$ cat src/core/msp_pkg.sv
// Shared constants, types and register layout of the microstep sequencer.
package msp_pkg;

   // ***********************************************************
   // Timing
   // ***********************************************************
   localparam int CLK_MHZ = 125;
   // Each charge and transfer phase lasts at least this long; the count rounds up.
   localparam int PUMP_PHASE_NS = 1000;
   localparam int PUMP_PHASE_CYC = (PUMP_PHASE_NS * CLK_MHZ + 999) / 1000;
   localparam logic [7:0] PUMP_LAST = 8'(PUMP_PHASE_CYC - 1);

   // ***********************************************************
   // Register map and bus
   // ***********************************************************
   localparam int WB_AW = 4;
   localparam int SYNC_W = 8;
   localparam int MODE_W = 3;
   localparam logic [3:0] REG_CTRL = 4'h0;
   localparam logic [3:0] REG_STATUS = 4'h4;
   localparam logic [3:0] REG_CURRENT = 4'h8;
   localparam int CTRL_OVR_BIT = 0;
   localparam int CTRL_MODE_LSB = 1;

   // ***********************************************************
   // Electrical angle, 64 positions per turn
   // ***********************************************************
   localparam logic [5:0] ANGLE_RST = 6'h00;
   localparam logic [5:0] FULL_ORIGIN = 6'h08;
   localparam logic [5:0] QTR_TURN = 6'h10;
   localparam logic [3:0] LO_MID = 4'h8;
   localparam logic [3:0] MAG_FULL = 4'hF;
   localparam logic [5:0] STEP_FULL = 6'h10;
   localparam logic [5:0] STEP_HALF = 6'h08;
   localparam logic [5:0] STEP_QUARTER = 6'h04;
   localparam logic [5:0] STEP_EIGHTH = 6'h02;
   localparam logic [5:0] STEP_SIXTEENTH = 6'h01;
   localparam logic [5:0] STEP_NONE = 6'h00;
   // Quarter-wave sine, index 0 (0 deg) to 16 (90 deg), 4-bit magnitude.
   localparam logic [16:0][3:0] SINE_TAB = {4'hF, 4'hF, 4'hF, 4'hE, 4'hE, 4'hD,
      4'hC, 4'hC, 4'hB, 4'hA, 4'h8, 4'h7, 4'h6, 4'h4, 4'h3, 4'h1, 4'h0};

   // ***********************************************************
   // Types
   // ***********************************************************
   typedef enum logic [2:0] {
      MODE_LOWPWR = 3'h0, MODE_LOCK = 3'h1, MODE_FULL = 3'h2, MODE_HALF_A = 3'h3,
      MODE_HALF_B = 3'h4, MODE_QUARTER = 3'h5, MODE_EIGHTH = 3'h6,
      MODE_SIXTEENTH = 3'h7
   } msp_mode_t;

   typedef enum logic [3:0] {
      PS_IDLE = 4'h1, PS_CHARGE = 4'h2, PS_XFER = 4'h4, PS_STEADY = 4'h8
   } msp_pump_st_t;

   typedef struct packed {
      msp_pump_st_t st;
      logic [7:0] cnt;
   } msp_pump_t;
   localparam msp_pump_t PUMP_RST = '{st: PS_IDLE, cnt: 8'h00};

   typedef struct packed {
      logic [13:0] zero;
      logic steady;
      logic xfer;
      logic chg;
      logic on;
      logic dir;
      msp_mode_t pend;
      msp_mode_t act;
      logic origin;
      logic [5:0] angle;
   } msp_status_t;

   typedef struct packed {
      logic [15:0] zero;
      logic b_en;
      logic b_neg;
      logic [1:0] b_rsv;
      logic [3:0] b_mag;
      logic a_en;
      logic a_neg;
      logic [1:0] a_rsv;
      logic [3:0] a_mag;
   } msp_current_t;

   typedef struct packed {
      logic ack;
      logic [31:0] rdat;
      logic ovr;
      msp_mode_t sw_mode;
      logic step_prev;
      logic dir;
      logic [5:0] angle;
      msp_mode_t act;
      msp_mode_t pend;
      logic on;
      logic origin;
      logic [1:0] ph_en;
      logic [1:0] ph_neg;
      logic [1:0][3:0] ph_mag;
   } msp_seq_t;
   localparam msp_seq_t SEQ_RST = '0;

endpackage

$ cat src/core/msp_pump_if.sv
// Handshake between the sequencer and its charge-pump controller.
`timescale 1ns/100ps
interface msp_pump_if;
   logic run;
   logic boost_ok;
   logic chg;
   logic xfer;
   logic steady;
   modport ctl (output run, output boost_ok, input chg, input xfer, input steady);
   modport pump (input run, input boost_ok, output chg, output xfer, output steady);
endinterface

$ cat src/core/msp_pump.sv
// Charge-pump switch sequencer: charge, transfer, steady.
`timescale 1ns/100ps
module msp_pump (
   input wire logic i_clk,
   input wire logic i_rst,
   msp_pump_if.pump pif
);
   import msp_pkg::*;
   msp_pump_t r;
   msp_pump_t n;

   // Next-state logic of the pump phases.
   always_comb begin
      n = r;
      n.cnt = r.cnt + 8'h01;
      unique case (r.st)
         PS_IDLE: begin
            n.st = PS_CHARGE;
            n.cnt = 8'h00;
         end
         PS_CHARGE: begin
            if (r.cnt == PUMP_LAST) begin
               n.st = PS_XFER;
               n.cnt = 8'h00;
            end
         end
         PS_XFER: begin
            if (r.cnt == PUMP_LAST) begin
               n.st = pif.boost_ok ? PS_STEADY : PS_CHARGE;
               n.cnt = 8'h00;
            end
         end
         PS_STEADY: begin
            n.cnt = 8'h00;
            if (!pif.boost_ok) begin
               n.st = PS_CHARGE;
            end
         end
         default: begin
            n = PUMP_RST;
         end
      endcase
      if (!pif.run) begin
         n = PUMP_RST;
      end
   end

   // State register.
   always_ff @(posedge i_clk) begin
      if (i_rst) begin
         r <= PUMP_RST;
      end else begin
         r <= n;
      end
   end

   assign pif.chg = (r.st == PS_CHARGE);
   assign pif.xfer = (r.st == PS_XFER);
   assign pif.steady = (r.st == PS_STEADY);
endmodule

$ cat src/core/msp_sequencer.sv
// Microstep phase sequencer with charge-pump control and Wishbone registers.
//
// The Wishbone register port and the address map are this design's own decisions.
`timescale 1ns/100ps
module msp_sequencer (
   input wire logic I_MCLK,
   input wire logic I_SYS_RST,
   input wire logic I_STEP_CLK,
   input wire logic I_ROT_DIR,
   input wire logic [msp_pkg::MODE_W-1:0] I_MODE,
   input wire logic I_SEQ_RESET,
   input wire logic I_STANDBY_N,
   input wire logic I_BOOST_OK,
   input wire logic I_WB_CYC,
   input wire logic I_WB_STB,
   input wire logic I_WB_WE,
   input wire logic [msp_pkg::WB_AW-1:0] I_WB_ADR,
   input wire logic [3:0] I_WB_SEL,
   input wire logic [31:0] I_WB_DAT,
   output logic [31:0] O_WB_DAT,
   output logic O_WB_ACK,
   output logic O_PHASE_A_EN,
   output logic O_PHASE_A_NEG,
   output logic [3:0] O_PHASE_A_MAG,
   output logic O_PHASE_B_EN,
   output logic O_PHASE_B_NEG,
   output logic [3:0] O_PHASE_B_MAG,
   output logic O_ANGLE_ORIGIN,
   output logic O_PUMP_CHARGE_SWITCH,
   output logic O_PUMP_TRANSFER_SWITCH
);
   import msp_pkg::*;

   // ***********************************************************
   // Declarations
   // ***********************************************************
   msp_seq_t r;
   msp_seq_t n;
   logic [SYNC_W-1:0] sync_q;
   logic step_s;
   logic dir_s;
   logic rst_s;
   logic stby_n_s;
   logic [MODE_W-1:0] mode_s;
   logic boost_s;
   msp_mode_t req;
   logic step_edge;
   logic at_origin;
   logic flat_top;
   logic [1:0] ph_neg;
   logic [1:0][3:0] ph_mag;
   msp_status_t status;
   msp_current_t current;
   msp_pump_if pif ();

   // Angle advance per step clock for each mode.
   function automatic logic [5:0] step_of(input msp_mode_t m);
      logic [5:0] s;
      s = STEP_NONE;
      unique case (m)
         MODE_FULL: s = STEP_FULL;
         MODE_HALF_A: s = STEP_HALF;
         MODE_HALF_B: s = STEP_HALF;
         MODE_QUARTER: s = STEP_QUARTER;
         MODE_EIGHTH: s = STEP_EIGHTH;
         MODE_SIXTEENTH: s = STEP_SIXTEENTH;
         MODE_LOCK: s = STEP_SIXTEENTH;
         MODE_LOWPWR: s = STEP_NONE;
      endcase
      return s;
   endfunction

   // Position at which a reserved mode change is allowed to take over.
   function automatic logic [5:0] origin_of(input msp_mode_t m);
      return (m == MODE_FULL) ? FULL_ORIGIN : ANGLE_RST;
   endfunction

   // ***********************************************************
   // Pin synchronisation
   // ***********************************************************
   // All host pins are asynchronous to I_MCLK and pass two flops.
   msp_sync #(
      .W(SYNC_W)
   ) u_sync (
      .i_clk(I_MCLK),
      .i_rst(I_SYS_RST),
      .i_async({I_STEP_CLK, I_ROT_DIR, I_SEQ_RESET, I_STANDBY_N, I_MODE, I_BOOST_OK}),
      .o_sync(sync_q)
   );

   // Unpack the synchronised levels.
   assign {step_s, dir_s, rst_s, stby_n_s, mode_s, boost_s} = sync_q;

   // ***********************************************************
   // Charge pump
   // ***********************************************************
   // pump idle during reset
   assign pif.run = r.on && !rst_s;
   assign pif.boost_ok = boost_s;

   msp_pump u_pump (
      .i_clk(I_MCLK),
      .i_rst(I_SYS_RST),
      .pif(pif)
   );

   // ***********************************************************
   // Current decode
   // ***********************************************************
   // Full step and the second half-step variant drive both phases at
   // full scale at 45 degrees instead of the sine value there.
   assign flat_top = (r.act == MODE_FULL) || (r.act == MODE_HALF_B);

   // One decoder per phase; phase B leads phase A by a quarter turn.
   for (genvar p = 0; p < 2; p++) begin : g_phase
      logic [5:0] ang;
      logic [4:0] k;
      logic [3:0] mag;
      assign ang = r.angle + ((p == 0) ? ANGLE_RST : QTR_TURN);
      assign k = ang[4] ? (5'h10 - {1'b0, ang[3:0]}) : {1'b0, ang[3:0]};
      assign mag = (flat_top && ang[3:0] == LO_MID) ? MAG_FULL : SINE_TAB[k];
      assign ph_mag[p] = mag;
      assign ph_neg[p] = ang[5] && (mag != 4'h0);
   end

   // Mode asked for by software override or by the mode pins.
   assign req = r.ovr ? r.sw_mode : msp_mode_t'(mode_s);
   assign step_edge = step_s && !r.step_prev;
   assign at_origin = (r.angle == origin_of(r.act));

   // ***********************************************************
   // Register views
   // ***********************************************************
   always_comb begin
      status = '0;
      status.steady = pif.steady;
      status.xfer = pif.xfer;
      status.chg = pif.chg;
      status.on = r.on;
      status.dir = r.dir;
      status.pend = r.pend;
      status.act = r.act;
      status.origin = r.origin;
      status.angle = r.angle;
      current = '0;
      current.a_en = r.ph_en[0];
      current.a_neg = r.ph_neg[0];
      current.a_mag = r.ph_mag[0];
      current.b_en = r.ph_en[1];
      current.b_neg = r.ph_neg[1];
      current.b_mag = r.ph_mag[1];
   end

   // ***********************************************************
   // Next state
   // ***********************************************************
   always_comb begin
      n = r;

      // Wishbone slave: one wait state, ack for one cycle per access.
      // Unmapped offsets are acknowledged and read as zero so that a
      // stray access never hangs the bus.
      n.ack = I_WB_CYC && I_WB_STB && !r.ack;
      // A write lands at the edge where the master samples ack high, so a
      // request withdrawn before that edge leaves the register untouched.
      if (r.ack && I_WB_CYC && I_WB_STB && I_WB_WE && I_WB_SEL[0]
          && I_WB_ADR == REG_CTRL) begin
         n.ovr = I_WB_DAT[CTRL_OVR_BIT];
         n.sw_mode = msp_mode_t'(I_WB_DAT[CTRL_MODE_LSB +: MODE_W]);
      end
      n.rdat = '0;
      if (n.ack && !I_WB_WE) begin
         case (I_WB_ADR)
            REG_CTRL: n.rdat[CTRL_MODE_LSB +: MODE_W] = r.sw_mode;
            REG_STATUS: n.rdat = status;
            REG_CURRENT: n.rdat = current;
            default: n.rdat = '0;
         endcase
         n.rdat[CTRL_OVR_BIT] = (I_WB_ADR == REG_CTRL) ? r.ovr : n.rdat[CTRL_OVR_BIT];
      end

      // Step clock edge detect on the synchronised level.
      n.step_prev = step_s;
      n.pend = req;

      // low power acts as standby
      // Entering or leaving low power is not reserved: it takes effect at
      // once, because it only gates the drive and leaves the angle alone.
      if (req == MODE_LOWPWR || r.act == MODE_LOWPWR) begin
         n.act = req;
      end

      if (rst_s) begin
         n.act = req;
         n.angle = origin_of(req);
      end else if (step_edge && r.on) begin
         n.dir = dir_s;
         if (at_origin && req != MODE_LOWPWR) begin
            n.act = req;
         end
         if (n.act == MODE_FULL) begin
            // full step on 45 degree lattice
            // A switch into full step at 0 degrees lands on the
            // neighbouring 45 degree point rather than skipping one.
            if (dir_s) begin
               n.angle[5:4] = (r.angle[3:0] < LO_MID) ? r.angle[5:4] : r.angle[5:4] + 2'h1;
            end else begin
               n.angle[5:4] = (r.angle[3:0] > LO_MID) ? r.angle[5:4] : r.angle[5:4] - 2'h1;
            end
            n.angle[3:0] = LO_MID;
         end else if (dir_s) begin
            n.angle = r.angle + step_of(n.act);
         end else begin
            n.angle = r.angle - step_of(n.act);
         end
      end

      n.on = stby_n_s && (n.act != MODE_LOWPWR);
      n.origin = (n.angle == origin_of(n.act));

      // Phase outputs are registered one cycle behind the angle.
      n.ph_en = {r.on, r.on};
      n.ph_neg = ph_neg;
      n.ph_mag = ph_mag;
   end

   // ***********************************************************
   // State register
   // ***********************************************************
   always_ff @(posedge I_MCLK) begin
      if (I_SYS_RST) begin
         r <= SEQ_RST;
      end else begin
         r <= n;
      end
   end

   // ***********************************************************
   // Outputs
   // ***********************************************************
   assign O_WB_ACK = r.ack;
   assign O_WB_DAT = r.rdat;
   assign O_PHASE_A_EN = r.ph_en[0];
   assign O_PHASE_A_NEG = r.ph_neg[0];
   assign O_PHASE_A_MAG = r.ph_mag[0];
   assign O_PHASE_B_EN = r.ph_en[1];
   assign O_PHASE_B_NEG = r.ph_neg[1];
   assign O_PHASE_B_MAG = r.ph_mag[1];
   assign O_ANGLE_ORIGIN = r.origin;
   assign O_PUMP_CHARGE_SWITCH = pif.chg;
   assign O_PUMP_TRANSFER_SWITCH = pif.xfer;
endmodule

$ cat src/core/msp_sync.sv
// Two-flop synchroniser for a vector of unrelated pin levels.
`timescale 1ns/100ps
module msp_sync #(
   parameter int W = 1
) (
   input wire logic i_clk,
   input wire logic i_rst,
   input wire logic [W-1:0] i_async,
   output logic [W-1:0] o_sync
);
   typedef struct packed {
      logic [W-1:0] s1;
      logic [W-1:0] s2;
   } msp_sync_t;
   msp_sync_t r;
   msp_sync_t n;

   // The first stage feeds only the second stage.
   always_comb begin
      n.s1 = i_async;
      n.s2 = r.s1;
   end

   // Registers both stages.
   always_ff @(posedge i_clk) begin
      if (i_rst) begin
         r <= '0;
      end else begin
         r <= n;
      end
   end

   assign o_sync = r.s2;
endmodule

$ cat config.mk
export PLATFORM = sky130hd
export DESIGN_NAME = msp_sequencer
export DESIGN_NICKNAME = d
export VERILOG_FILES = /design/src/core/msp_pkg.sv /design/src/core/msp_pump_if.sv /design/src/core/msp_pump.sv /design/src/core/msp_sequencer.sv /design/src/core/msp_sync.sv
export SDC_FILE = /design/constraint.sdc
export NUM_CORES = 1
export LEC_CHECK = 0
export ABC_CLOCK_PERIOD_IN_PS = 8400
export BUFFER_PORTS_ARGS = -buffer_cell sky130_fd_sc_hd__clkbuf_2
export CORE_UTILIZATION = 43
export CTS_CLUSTER_SIZE = 16
export DETAILED_ROUTE_END_ITERATION = 6
export MAX_ROUTING_LAYER = met4
export PLACE_DENSITY = 0.68
export REMOVE_ABC_BUFFERS = 1
export SETUP_SLACK_MARGIN = 0.2
export SYNTH_ARGS = -nofsm -noshare
export SYNTH_HDL_FRONTEND = slang
export SYNTH_SLANG_ARGS = --single-unit
$ cat constraint.sdc
create_clock -name I_MCLK -period 8.4 [get_ports I_MCLK]
set_input_delay 0 -clock I_MCLK [delete_from_list [all_inputs] [get_ports I_MCLK]]
set_output_delay 0 -clock I_MCLK [all_outputs]
set_load 0.02 [all_outputs]
### Word-level counts from Yosys, hierarchy flattened

Memories as Yosys holds them, arrays and structs flattened.
Index checks and enable logic that the tools add are counted.

* register bits: 92
* input port bits: 53
* logic and storage cells: 129
* ROM bits: 336
* memories kept: 4

* multiplexer cells: 38
* reduce and logical (&&, ||, !) cells: 34
* bitwise operators: 3
* order comparisons: 4
* equality and inequality tests: 19
* $add $sub $neg: 8

Memory list
* (no name shown): words 32, width 4, rd ports 1, clocked after Yosys merged registers in 0, write ports 0, RTL line msp_sequencer.sv:121 `assign mag = (flat_top && ang[3:0] == LO_MID) ? MAG_FULL : SINE_TAB[k];`
* (no name shown): words 32, width 4, rd ports 1, clocked after Yosys merged registers in 0, write ports 0, RTL line msp_sequencer.sv:121
* (no name shown): words 8, width 5, rd ports 1, clocked after Yosys merged registers in 0, write ports 0, RTL line msp_sequencer.sv:60 `unique case (m)`
* (no name shown): words 8, width 5, rd ports 1, clocked after Yosys merged registers in 0, write ports 0, RTL line msp_sequencer.sv:60

Operators with widths (number)
* 6-bit 2-to-1 mux: 10
* 12-bit case mux with 4 select lines: 1
* 4-bit 2-to-1 mux: 9
* 14-bit case mux with 2 select lines: 1
* 12-bit 2-to-1 mux: 2
* 9-bit 2-to-1 mux: 2
* 1-bit logical AND: 17
* 4-bit equality test, second input constant: 4
* 3-bit 2-to-1 mux: 5
* 3-bit by 2-bit equality test with 1-bit output, second input constant: 4
* 6-bit by 4-bit equality test with 1-bit output: 2
* 5-bit by 6-bit < comparator with 1-bit output, second input constant: 2
* 5-bit 2-to-1 mux: 2
* 5-bit by 4-bit subtractor with 5-bit output, first input constant: 2
* 3-bit case mux with 3 select lines: 1
* 8-bit by 1-bit adder with 8-bit output, second input constant: 1
* 4-bit by 3-bit equality test with 1-bit output, second input constant: 2
* 8-bit by 7-bit equality test with 1-bit output, second input constant: 1
* 4-bit nonzero test: 2
* 6-bit by 5-bit adder with 6-bit output, second input constant: 1
* 6-bit adder: 1
* 3-bit logical NOT: 2
* 2-bit 2-to-1 mux: 3
* 3-bit nonzero test: 2
* 19 further kinds: 27

### Depth between registers and ports, before layout

Gate-level depths: netlist of run 1.
An unclocked memory read counts as a cell.

* depth in word-level cells: 20
* depth in mapped cells: 20
* depth with buffers taken out: 19

### Hierarchy

A second synthesis of run 1 with hierarchy kept.

* cell total of the unflattened synthesis: 503
* area, all modules: 4398.0 um^2

Modules (own cells, without submodules)
* msp_sequencer: cells each 397, area an instance 3255.6 um^2, instances 1, seq. area each 1001.0 um^2
* msp_pump: cells each 73, area an instance 678.2 um^2, instances 1, seq. area each 240.2 um^2
* msp_sync: cells each 33, area an instance 464.2 um^2, instances 1, seq. area each 320.3 um^2

### Worst setup path before layout of run 1

Ideal clock, no wire load.

* kind: reg-to-reg
* start: reg r[20] (netlist bit)
* end: reg r (netlist bit O_ANGLE_ORIGIN)
* slack: 4.247 ns
* arrival: 4.037 ns
* stages on the path, launching flop included: 21
* data required time: 8.285 ns
* clock period less this slack: 4.153 ns
* cell sequence: dfxtp_1 > clkbuf_1 > inv_1 > ha_1 > and3b_1 > a2111oi_0 > a221o_1 > buf_4 > and3_1 > a21oi_1 > nor2_1 > a21o_1 > ha_1 > a211o_1 > a2111oi_0 > nand3b_1 > xor2_1 > o21a_1 > a221oi_1 > a21oi_1 > and3_1

* word-level cells in the longest chain between the ends: 16
* elaborated cells on any way between the ends: 30

RTL lines
* start, declared: RTL line msp_sequencer.sv:37 `msp_seq_t r;`
* start signal, assigned: RTL line msp_sequencer.sv:234 `r <= n;`
* 6-bit by 4-bit equality test with 1-bit output: RTL line msp_sequencer.sv:129 `assign at_origin = (r.angle == origin_of(r.act));`
* 1-bit logical AND: RTL line msp_sequencer.sv:198 `if (at_origin && req != MODE_LOWPWR) begin`
* 3-bit 2-to-1 mux: RTL line msp_sequencer.sv:198
* 3-bit 2-to-1 mux: RTL line msp_sequencer.sv:196 `end else if (step_edge && r.on) begin`
* 3-bit 2-to-1 mux: RTL line msp_sequencer.sv:193 `if (rst_s) begin`
* memory 8 x 5 bit
* 6-bit 2-to-1 mux: RTL line msp_sequencer.sv:211 `end else if (dir_s) begin`
* 6-bit 2-to-1 mux: RTL line msp_sequencer.sv:201 `if (n.act == MODE_FULL) begin`
* 6-bit 2-to-1 mux: RTL line msp_sequencer.sv:196
* 6-bit 2-to-1 mux: RTL line msp_sequencer.sv:193
* 6-bit subtractor / 6-bit adder (equally long branches): RTL line msp_sequencer.sv:214, msp_sequencer.sv:212
* 6-bit 2-to-1 mux: RTL line msp_sequencer.sv:211
* 6-bit 2-to-1 mux: RTL line msp_sequencer.sv:201
* 9-bit 2-to-1 mux *: RTL line msp_sequencer.sv:196
* 9-bit 2-to-1 mux *: RTL line msp_sequencer.sv:193
* 6-bit by 4-bit equality test with 1-bit output *: RTL line msp_sequencer.sv:219 `n.origin = (n.angle == origin_of(n.act));`

Every way passes the cells marked *; elsewhere a longest branch is shown, timed or not. The select of a mux whose other input is x is not followed.
A chain may end at the register's enable or synchronous reset.

### Final worst setup path of run 1

Same ends and word-level chain as after synthesis.

==> results of run 1 <==
## cell usage in the layout (no fill, tap or decap), drive strengths merged, types with 4 or more instances in the layout
| cell | count |
|---|---|
| xor2 | 12 |
| clkbuf | 65 |
| nand3 | 8 |
| o22ai | 5 |
| xnor2 | 9 |
| dfxtp | 78 |
| inv | 17 |
| ha | 12 |
| conb | 14 |
| nand2 | 29 |
| mux2 | 4 |
| nor3b | 5 |
| nand2b | 8 |
| a22oi | 8 |
| o21ai | 18 |
| nor2 | 70 |
| and2 | 5 |
| and3 | 7 |
| a21o | 4 |
| a21oi | 37 |
| a31oi | 6 |
| nor2b | 24 |
| dlygate4sd3 | 14 |
| mux2i | 11 |
| o211ai | 4 |
| nor3 | 13 |
| nand3b | 5 |
## report_power, final
| group | total, mW | internal [mW] | switching, mW |
|---|---|---|---|
| logic | 0.0573 | 0.0233 | 0.0340 |
| clock network | 0.310 | 0.170 | 0.140 |
| registers | 0.382 | 0.376 | 0.00591 |
| total | 0.749 | 0.569 | 0.180 |
## cell type report
type                            count  area (sq um)
Tap cell                          129         161.4
Inverter                           15         56.30
Clock inverter                      6         92.59
Sequential cell                    78          1562
Fill cell                         901          4728
Multi-Input combinational cell    359          2265
Clock buffer                       10         127.6
Timing Repair Buffer               70         422.9
## through the flow
stage          hold slack [ns]  util [%]  total power, mW
2_1_floorplan          0.06907         -           0.4231
6_report               0.03380     49.78           0.7492
5_1_grt                0.04323     49.78           0.7784
3_5_place_dp            0.2124     45.95           0.4420
4_1_cts                0.02094     49.78           0.7540
3_3_place_gp            0.2099     45.95           0.4409
## final timing paths
check | start | to | cells past startpoint
worst max-delay path | r[20] | O_ANGLE_ORIGIN | 18
worst min-delay path | I_WB_ADR[1] | O_WB_DAT[13] | 3
worst max register to register | r[20] | O_ANGLE_ORIGIN | 18
worst min register to register | u_sync.n[7] | u_sync.o_sync[7] | 1
## worst max-delay path: cells and delay by family, from the launching register on
kind / cells / cell delay [ns]
adders and majority gates: 2 / 0.57
and+or+nand+nor: 5 / 1.07
AOI/OAI and AO/OA: 9 / 2.31
DFF: 1 / 0.61
xor gates and xnor gates: 1 / 0.08
buffers and inverters: 1 / 0.20
## kinds of logic after synthesis
| logic type | Yosys count | synth area share (%) |
|---|---|---|
| flip-flops | 78 | 36.77 |
| AND/OR/NAND/NOR | 189 | 22.98 |
| multiplexers | 15 | 4.036 |
| buffers and inverters | 79 | 11.05 |
| XOR/XNOR | 21 | 4.331 |
| other | 1 | 0.08831 |
| AO/OA/AOI/OAI | 107 | 16.74 |
| adder cells (fa/ha/maj) | 13 | 4.007 |
## flip-flops by register name, summed over array words and instances (netlist names)
signal,count
O_WB_DAT,18
r,18
u_pump.r,12
u_sync.n,8
u_sync.o_sync,8
O_PHASE_A_MAG,4
O_PHASE_B_MAG,4
O_ANGLE_ORIGIN,1
O_PHASE_A_EN,1
O_PHASE_A_NEG,1
O_PHASE_B_NEG,1
O_WB_ACK,1
n,1
## per-layer routing
metal	up-vias	part of all wire [%]	wire length (um)	global-route usage [%]
met1	1570	49	4420	23.74
li1	1745	-	-	-
met4	0	1.2	108	6.020
met2	109	45	4106	29.77
met5	-	0	0	-
met3	13	4.6	415	3.796
## what timing repair did
item                                    in CTS  in global routing
endpoints found under the setup margin       0                  0
endpoints found under the hold margin       13                  0
hold buffers                                14                  0
==> out/qor.yml, run 1 <==
status: "completed"
cts_tree: "done"
slew_violations: 0
fin_ws_ns: 3.450
final_area_sq_um: 4687
first_pass_iters: 5
vias: 3437
grt_pass1_wl_um: 14720
grt_pass1_vias: 3109
ys_seq_area_share_pct: 36.77
cts_inserted_buffers: 9
die_w_um: 101.4
cp.arrival_ns: 5.19
max_stage_delay_ns: 0.61
maxCapViolations: 0
cp_max_fo: 11
cp-end-kind: "flip-flop"
cts_setup_buffers: 0
postSynth.asyncResetShare_pct: 0
synth_edf_count: 0
fin_setup_tns_ns: 0
path_class: "reg2reg"
avgSynthCellArea_sq_um: 8.442
yosysMostFrequentCell: "dfxtp_1"
htreeDepth: 3
ioPinCount: 101
clock_sinks: 78
diodes: 0
grt_overflow_total: 0
grt_antenna_before_repair: 0
gp_congestion: 0.8619
clkTransAtPathRegs_ns: 0.08
fp.dieArea_sq_um: 10280
rsz0062_at_grt: "false"
core_area_sq_um: 9415
ys.flop_type: "dfxtp_1"
start_util_pct: 45.10
layout-area-overhead-vs-synth_pct: 10.37
synth_top_area_share_pct: 36.77
io_buffers: 55
path_cells: "inv_1 -> ha_1 -> and3b_1 -> a2111oi_0 -> a221o_1 -> and3_1 -> a21oi_1 -> nor2_1 -> a21o_1 -> ha_1 -> a211o_1 -> a2111oi_0 -> nand3b_1 -> xor2_1 -> o21a_1 -> a221oi_1 -> a21oi_1 -> and3_1"
synth_area_sq_um: 4247
start_kind: "flip-flop"
instances_no_fill: 667
cpMaxStageDelayCell: "dfxtp_1"
grt_use_total_pct: 18.71
first_iter_violations: 246
cts.path.max_buffers: 2
yosys_warnings: 0
clock.fmax_mhz: 202.0
synth.area.top_cells: "dfxtp_1 (37%), buf_4 (7.6%), nor2_1 (6.2%)"
ys_seq_elements: 78
drive_gt1_share_pct: 15.80
synth_top_area_cell: "dfxtp_1"
layout_min_cycle_time_ns: 4.950
clock_latency_ns: 0.35
max_slew_margin_pct: 43.98
cellPowerDensity_nw_per_um2: 159.9
final_antenna_net_count: 0
period_share_pct: 58.93
die_h_um: 101.4
viasPerCell: 5.153
grt_start_max_net_pins: 51
cts_resized: 0
drcViolationCount: 0
cp_data_required_time_ns: 8.64
netlist_top_cells_count: "dfxtp_1 (78), nor2_1 (70), buf_4 (43)"
placement_rows: 35
wl_per_cell_um: 13.57
vdd_drop_max_uv: 86.42
setup_violations: 0
finClkSkew_ns: 0.009496
tightestPinTransition_ns: 0.8339
finalWirelength_um: 9050
cts-root-buf: "clkbuf_8"
ff2ff_setup_slack_ns: 3.45
nets: 599
placed_cells: 637
dpl_cell_area_sq_um: 4327
p_leak_nw: 1.895
hold_violations: 0
dp_hpwl_um: 6540
preCtsSetupSlack_ns: 3.584
hp-class: "in2reg"
synth_cells: 503
ys_types: 69
Power figures use the tool's default switching activity.
==> run 2, diff against run 1 <==
--- a/config.mk
+++ b/config.mk
@@ -5,7 +5,8 @@
 export SDC_FILE = /design/constraint.sdc
 export NUM_CORES = 1
 export LEC_CHECK = 0
-export ABC_CLOCK_PERIOD_IN_PS = 8400
+export ABC_AREA = 1
+export ABC_CLOCK_PERIOD_IN_PS = 4800
 export BUFFER_PORTS_ARGS = -buffer_cell sky130_fd_sc_hd__clkbuf_2
 export CORE_UTILIZATION = 43
 export CTS_CLUSTER_SIZE = 16
==> constraint.sdc (replaced) <==
create_clock -name I_MCLK -period 4.8 [get_ports I_MCLK]
set_input_delay 0 -clock I_MCLK [delete_from_list [all_inputs] [get_ports I_MCLK]]
set_output_delay 0 -clock I_MCLK [all_outputs]
set_load 0.02 [all_outputs]
==> out/qor.yml, run 2 <==
fp.dieArea_sq_um: 10210  # -0.66%
yosys_warnings: 0  # unchanged
path_class: "reg2reg"
htreeDepth: 3  # unchanged
cts_tree: "done"
netlist_top_cells_count: "nand2_1 (112), inv_1 (95), dfxtp_1 (78), nor2_1 (78), o21ai_0 (44)"
clock_latency_ns: 0.37  # +0.02 ns
status: "completed"
vias: 3654  # +6.3%
viasPerCell: 4.697  # -8.9%
yosysMostFrequentCell: "nand2_1"
clock_sinks: 78  # unchanged
clkTransAtPathRegs_ns: 0.09  # about the same
first_iter_violations: 136  # -45%
start_util_pct: 45.01  # -0.096 points
die_w_um: 101.0  # -0.33%
path_cells: "inv_1 -> ha_1 -> nand2_4 -> nor2_8 -> nand2_1 -> nand3_1 -> nand2_2 -> inv_1 -> nand3_1 -> nand2_1 -> nor2_1 -> ha_1 -> inv_1 -> fa_1 -> o21ai_0 -> xnor2_1 -> inv_1 -> nand2_1 -> nand3_1 -> nand2_1 -> nand3_1 -> nor2_1"
dp_hpwl_um: 6713  # +2.6%
final_cell_mix: "nand2_1 (112), inv_1 (95), dfxtp_1 (78), nor2_1 (78), clkbuf_2 (55)"
tightestPinTransition_ns: 0.6949  # -0.1391 ns
grt_antenna_before_repair: 0  # unchanged
fin_setup_tns_ns: 0  # unchanged
layout_commonest_cell: "nand2_1"
grt_pass1_wl_um: 15130  # +2.8%
core_area_sq_um: 9371  # -0.47%
p_leak_nw: 2.214  # +17%
ys_seq_area_share_pct: 37.02  # +0.25 points
vdd_drop_max_uv: 142.1  # +64%
finalWirelength_um: 9016  # -0.38%
hp-class: "in2reg"
grt_pass1_vias: 3351  # +7.8%
cp_num_buf_inv: 4  # +3
max_slew_margin_pct: 53.50  # +9.5 points
drcViolationCount: 0  # unchanged
grt_use_total_pct: 19.54  # +0.84 points
cpMaxStageDelayCell: "dfxtp_1"
synth_top_area_share_pct: 37.02  # +0.25 points
slew_violations: 0  # unchanged
ioPinCount: 101  # unchanged
period_share_pct: 72.08  # +13 points
avgSynthCellArea_sq_um: 7.018  # -17%
cts_inserted_buffers: 9  # unchanged
ys.flop_type: "dfxtp_1"
synth_top_area_cell: "dfxtp_1"
gp_congestion: 0.8509  # -1.3%
nets: 710  # +19%
final_antenna_net_count: 0  # unchanged
cts_resized: 0  # unchanged
cp_data_required_time_ns: 5.10  # -3.54 ns
cp-end-kind: "flip-flop"
p_total_mw: 1.322  # +76%
ys_types: 41  # -41%
max_stage_delay_ns: 0.45  # -0.16 ns
cp_max_fo: 9  # -2
drive_gt1_share_pct: 15.25  # -0.55 points
cp.arrival_ns: 3.76  # -1.43 ns
start_kind: "flip-flop"
layout_min_cycle_time_ns: 3.460  # -1.490 ns
cts-root-buf: "clkbuf_8"
cellPowerDensity_nw_per_um2: 282.6  # +77%
grt_start_max_net_pins: 39  # -24%
postSynth.asyncResetShare_pct: 0  # unchanged
critPathTopFamily: "simple AND/OR/NAND/NOR gates"
ys_seq_elements: 78  # unchanged
placement_rows: 35  # unchanged
finClkSkew_ns: 0.01399  # +0.004496 ns
die_h_um: 101.0  # -0.33%
clock.fmax_mhz: 289.0  # +43%
synth_cells: 601  # +19%
synth_area_sq_um: 4218  # -0.68%
io_buffers: 55  # unchanged
maxCapViolations: 0  # unchanged
wl_per_cell_um: 11.59  # -15%
cts.path.max_buffers: 2  # unchanged
diodes: 0  # unchanged
first_pass_iters: 5  # unchanged
synth.area.top_cells: "dfxtp_1 (37%), nand2_1 (10%), inv_1 (8.5%)"
synth_edf_count: 0  # unchanged
grt_overflow_total: 0  # unchanged
layout-area-overhead-vs-synth_pct: 10.89
rsz0062_at_grt: "false"
setup_violations: 0  # unchanged
hold_violations: 0  # unchanged
## run 2: final timing paths
check | from | end | slack [ns] | cells past startpoint
setup / recovery | r[20] | O_ANGLE_ORIGIN | 1.34 | 22
hold / removal | I_WB_ADR[0] | O_WB_DAT[1] | 0.02 | 6
setup reg to reg | r[20] | O_ANGLE_ORIGIN | 1.34 | 22
hold reg to reg | u_sync.n[0] | u_sync.o_sync[0] | 0.39 | 2
## run 2: metrics by stage
stage,instance area [sq um],utilization (%),std cells,setup WS [ns],hold slack [ns]
global route,4677,49.91,778,0.9740,0.06470
CTS,4677,49.91,778,1.320,0.01534
floorplan,3877,-,562,1.875,0.06907
detailed placement,4322,46.11,747,1.379,0.1955
finish,4677,49.91,778,1.340,0.02118
global placement,4322,46.11,747,1.447,0.1934
## run 2: area by class of cell
cell class	count	area, sq um
well taps	129	161.4
clock inverters	7	81.33
clock buffers	9	123.9
flip-flops and latches	78	1562
fillers	954	4695
inverters	100	375.4
repair buffers	71	432.9
multi-input cells	384	1941
## run 2: kinds of logic after synthesis
logic type / after synthesis / synth area share, %
AND/OR/NAND/NOR: 265 / 28.42
buffers and inverters: 152 / 18.12
AO/OA/AOI/OAI: 84 / 10.65
flip-flops: 78 / 37.02
adder cells (fa/ha/maj): 13 / 4.034
XOR/XNOR: 8 / 1.661
other: 1 / 0.08891
## run 2: report_power, final
part	leakage [nW]	switching, mW	total (mW)	internal (mW)
logic	1.48	0.0934	0.145	0.0511
registers	0.634	0.00684	0.666	0.659
clock network	0.0944	0.265	0.511	0.247
## run 2: per-layer routing
layer | share of wire (%) | track usage (%) | vias to the layer above
li1 | - | - | 1915
met4 | 2.3 | 8.361 | 0
met3 | 4.3 | 3.606 | 20
met2 | 46 | 31.97 | 102
met5 | 0 | - | -
met1 | 47 | 23.48 | 1617
## run 2: worst register-to-register path, stage by stage (launching register included)
cell and delay (ns):
dfxtp_1 0.45, inv_1 0.20, ha_1 0.29, nand2_4 0.15, nor2_8 0.05, nand2_1 0.08
nand3_1 0.11, nand2_2 0.17, inv_1 0.07, nand3_1 0.11, nand2_1 0.07, nor2_1 0.12
ha_1 0.19, inv_1 0.07, fa_1 0.40, o21ai_0 0.22, xnor2_1 0.15, inv_1 0.05
nand2_1 0.06, nand3_1 0.06, nand2_1 0.11, nand3_1 0.08, nor2_1 0.12
## run 2: repair_timing
item	CTS	global route
hold endpoints to repair	16	0
hold buffers	15	0
setup buffers	0	0
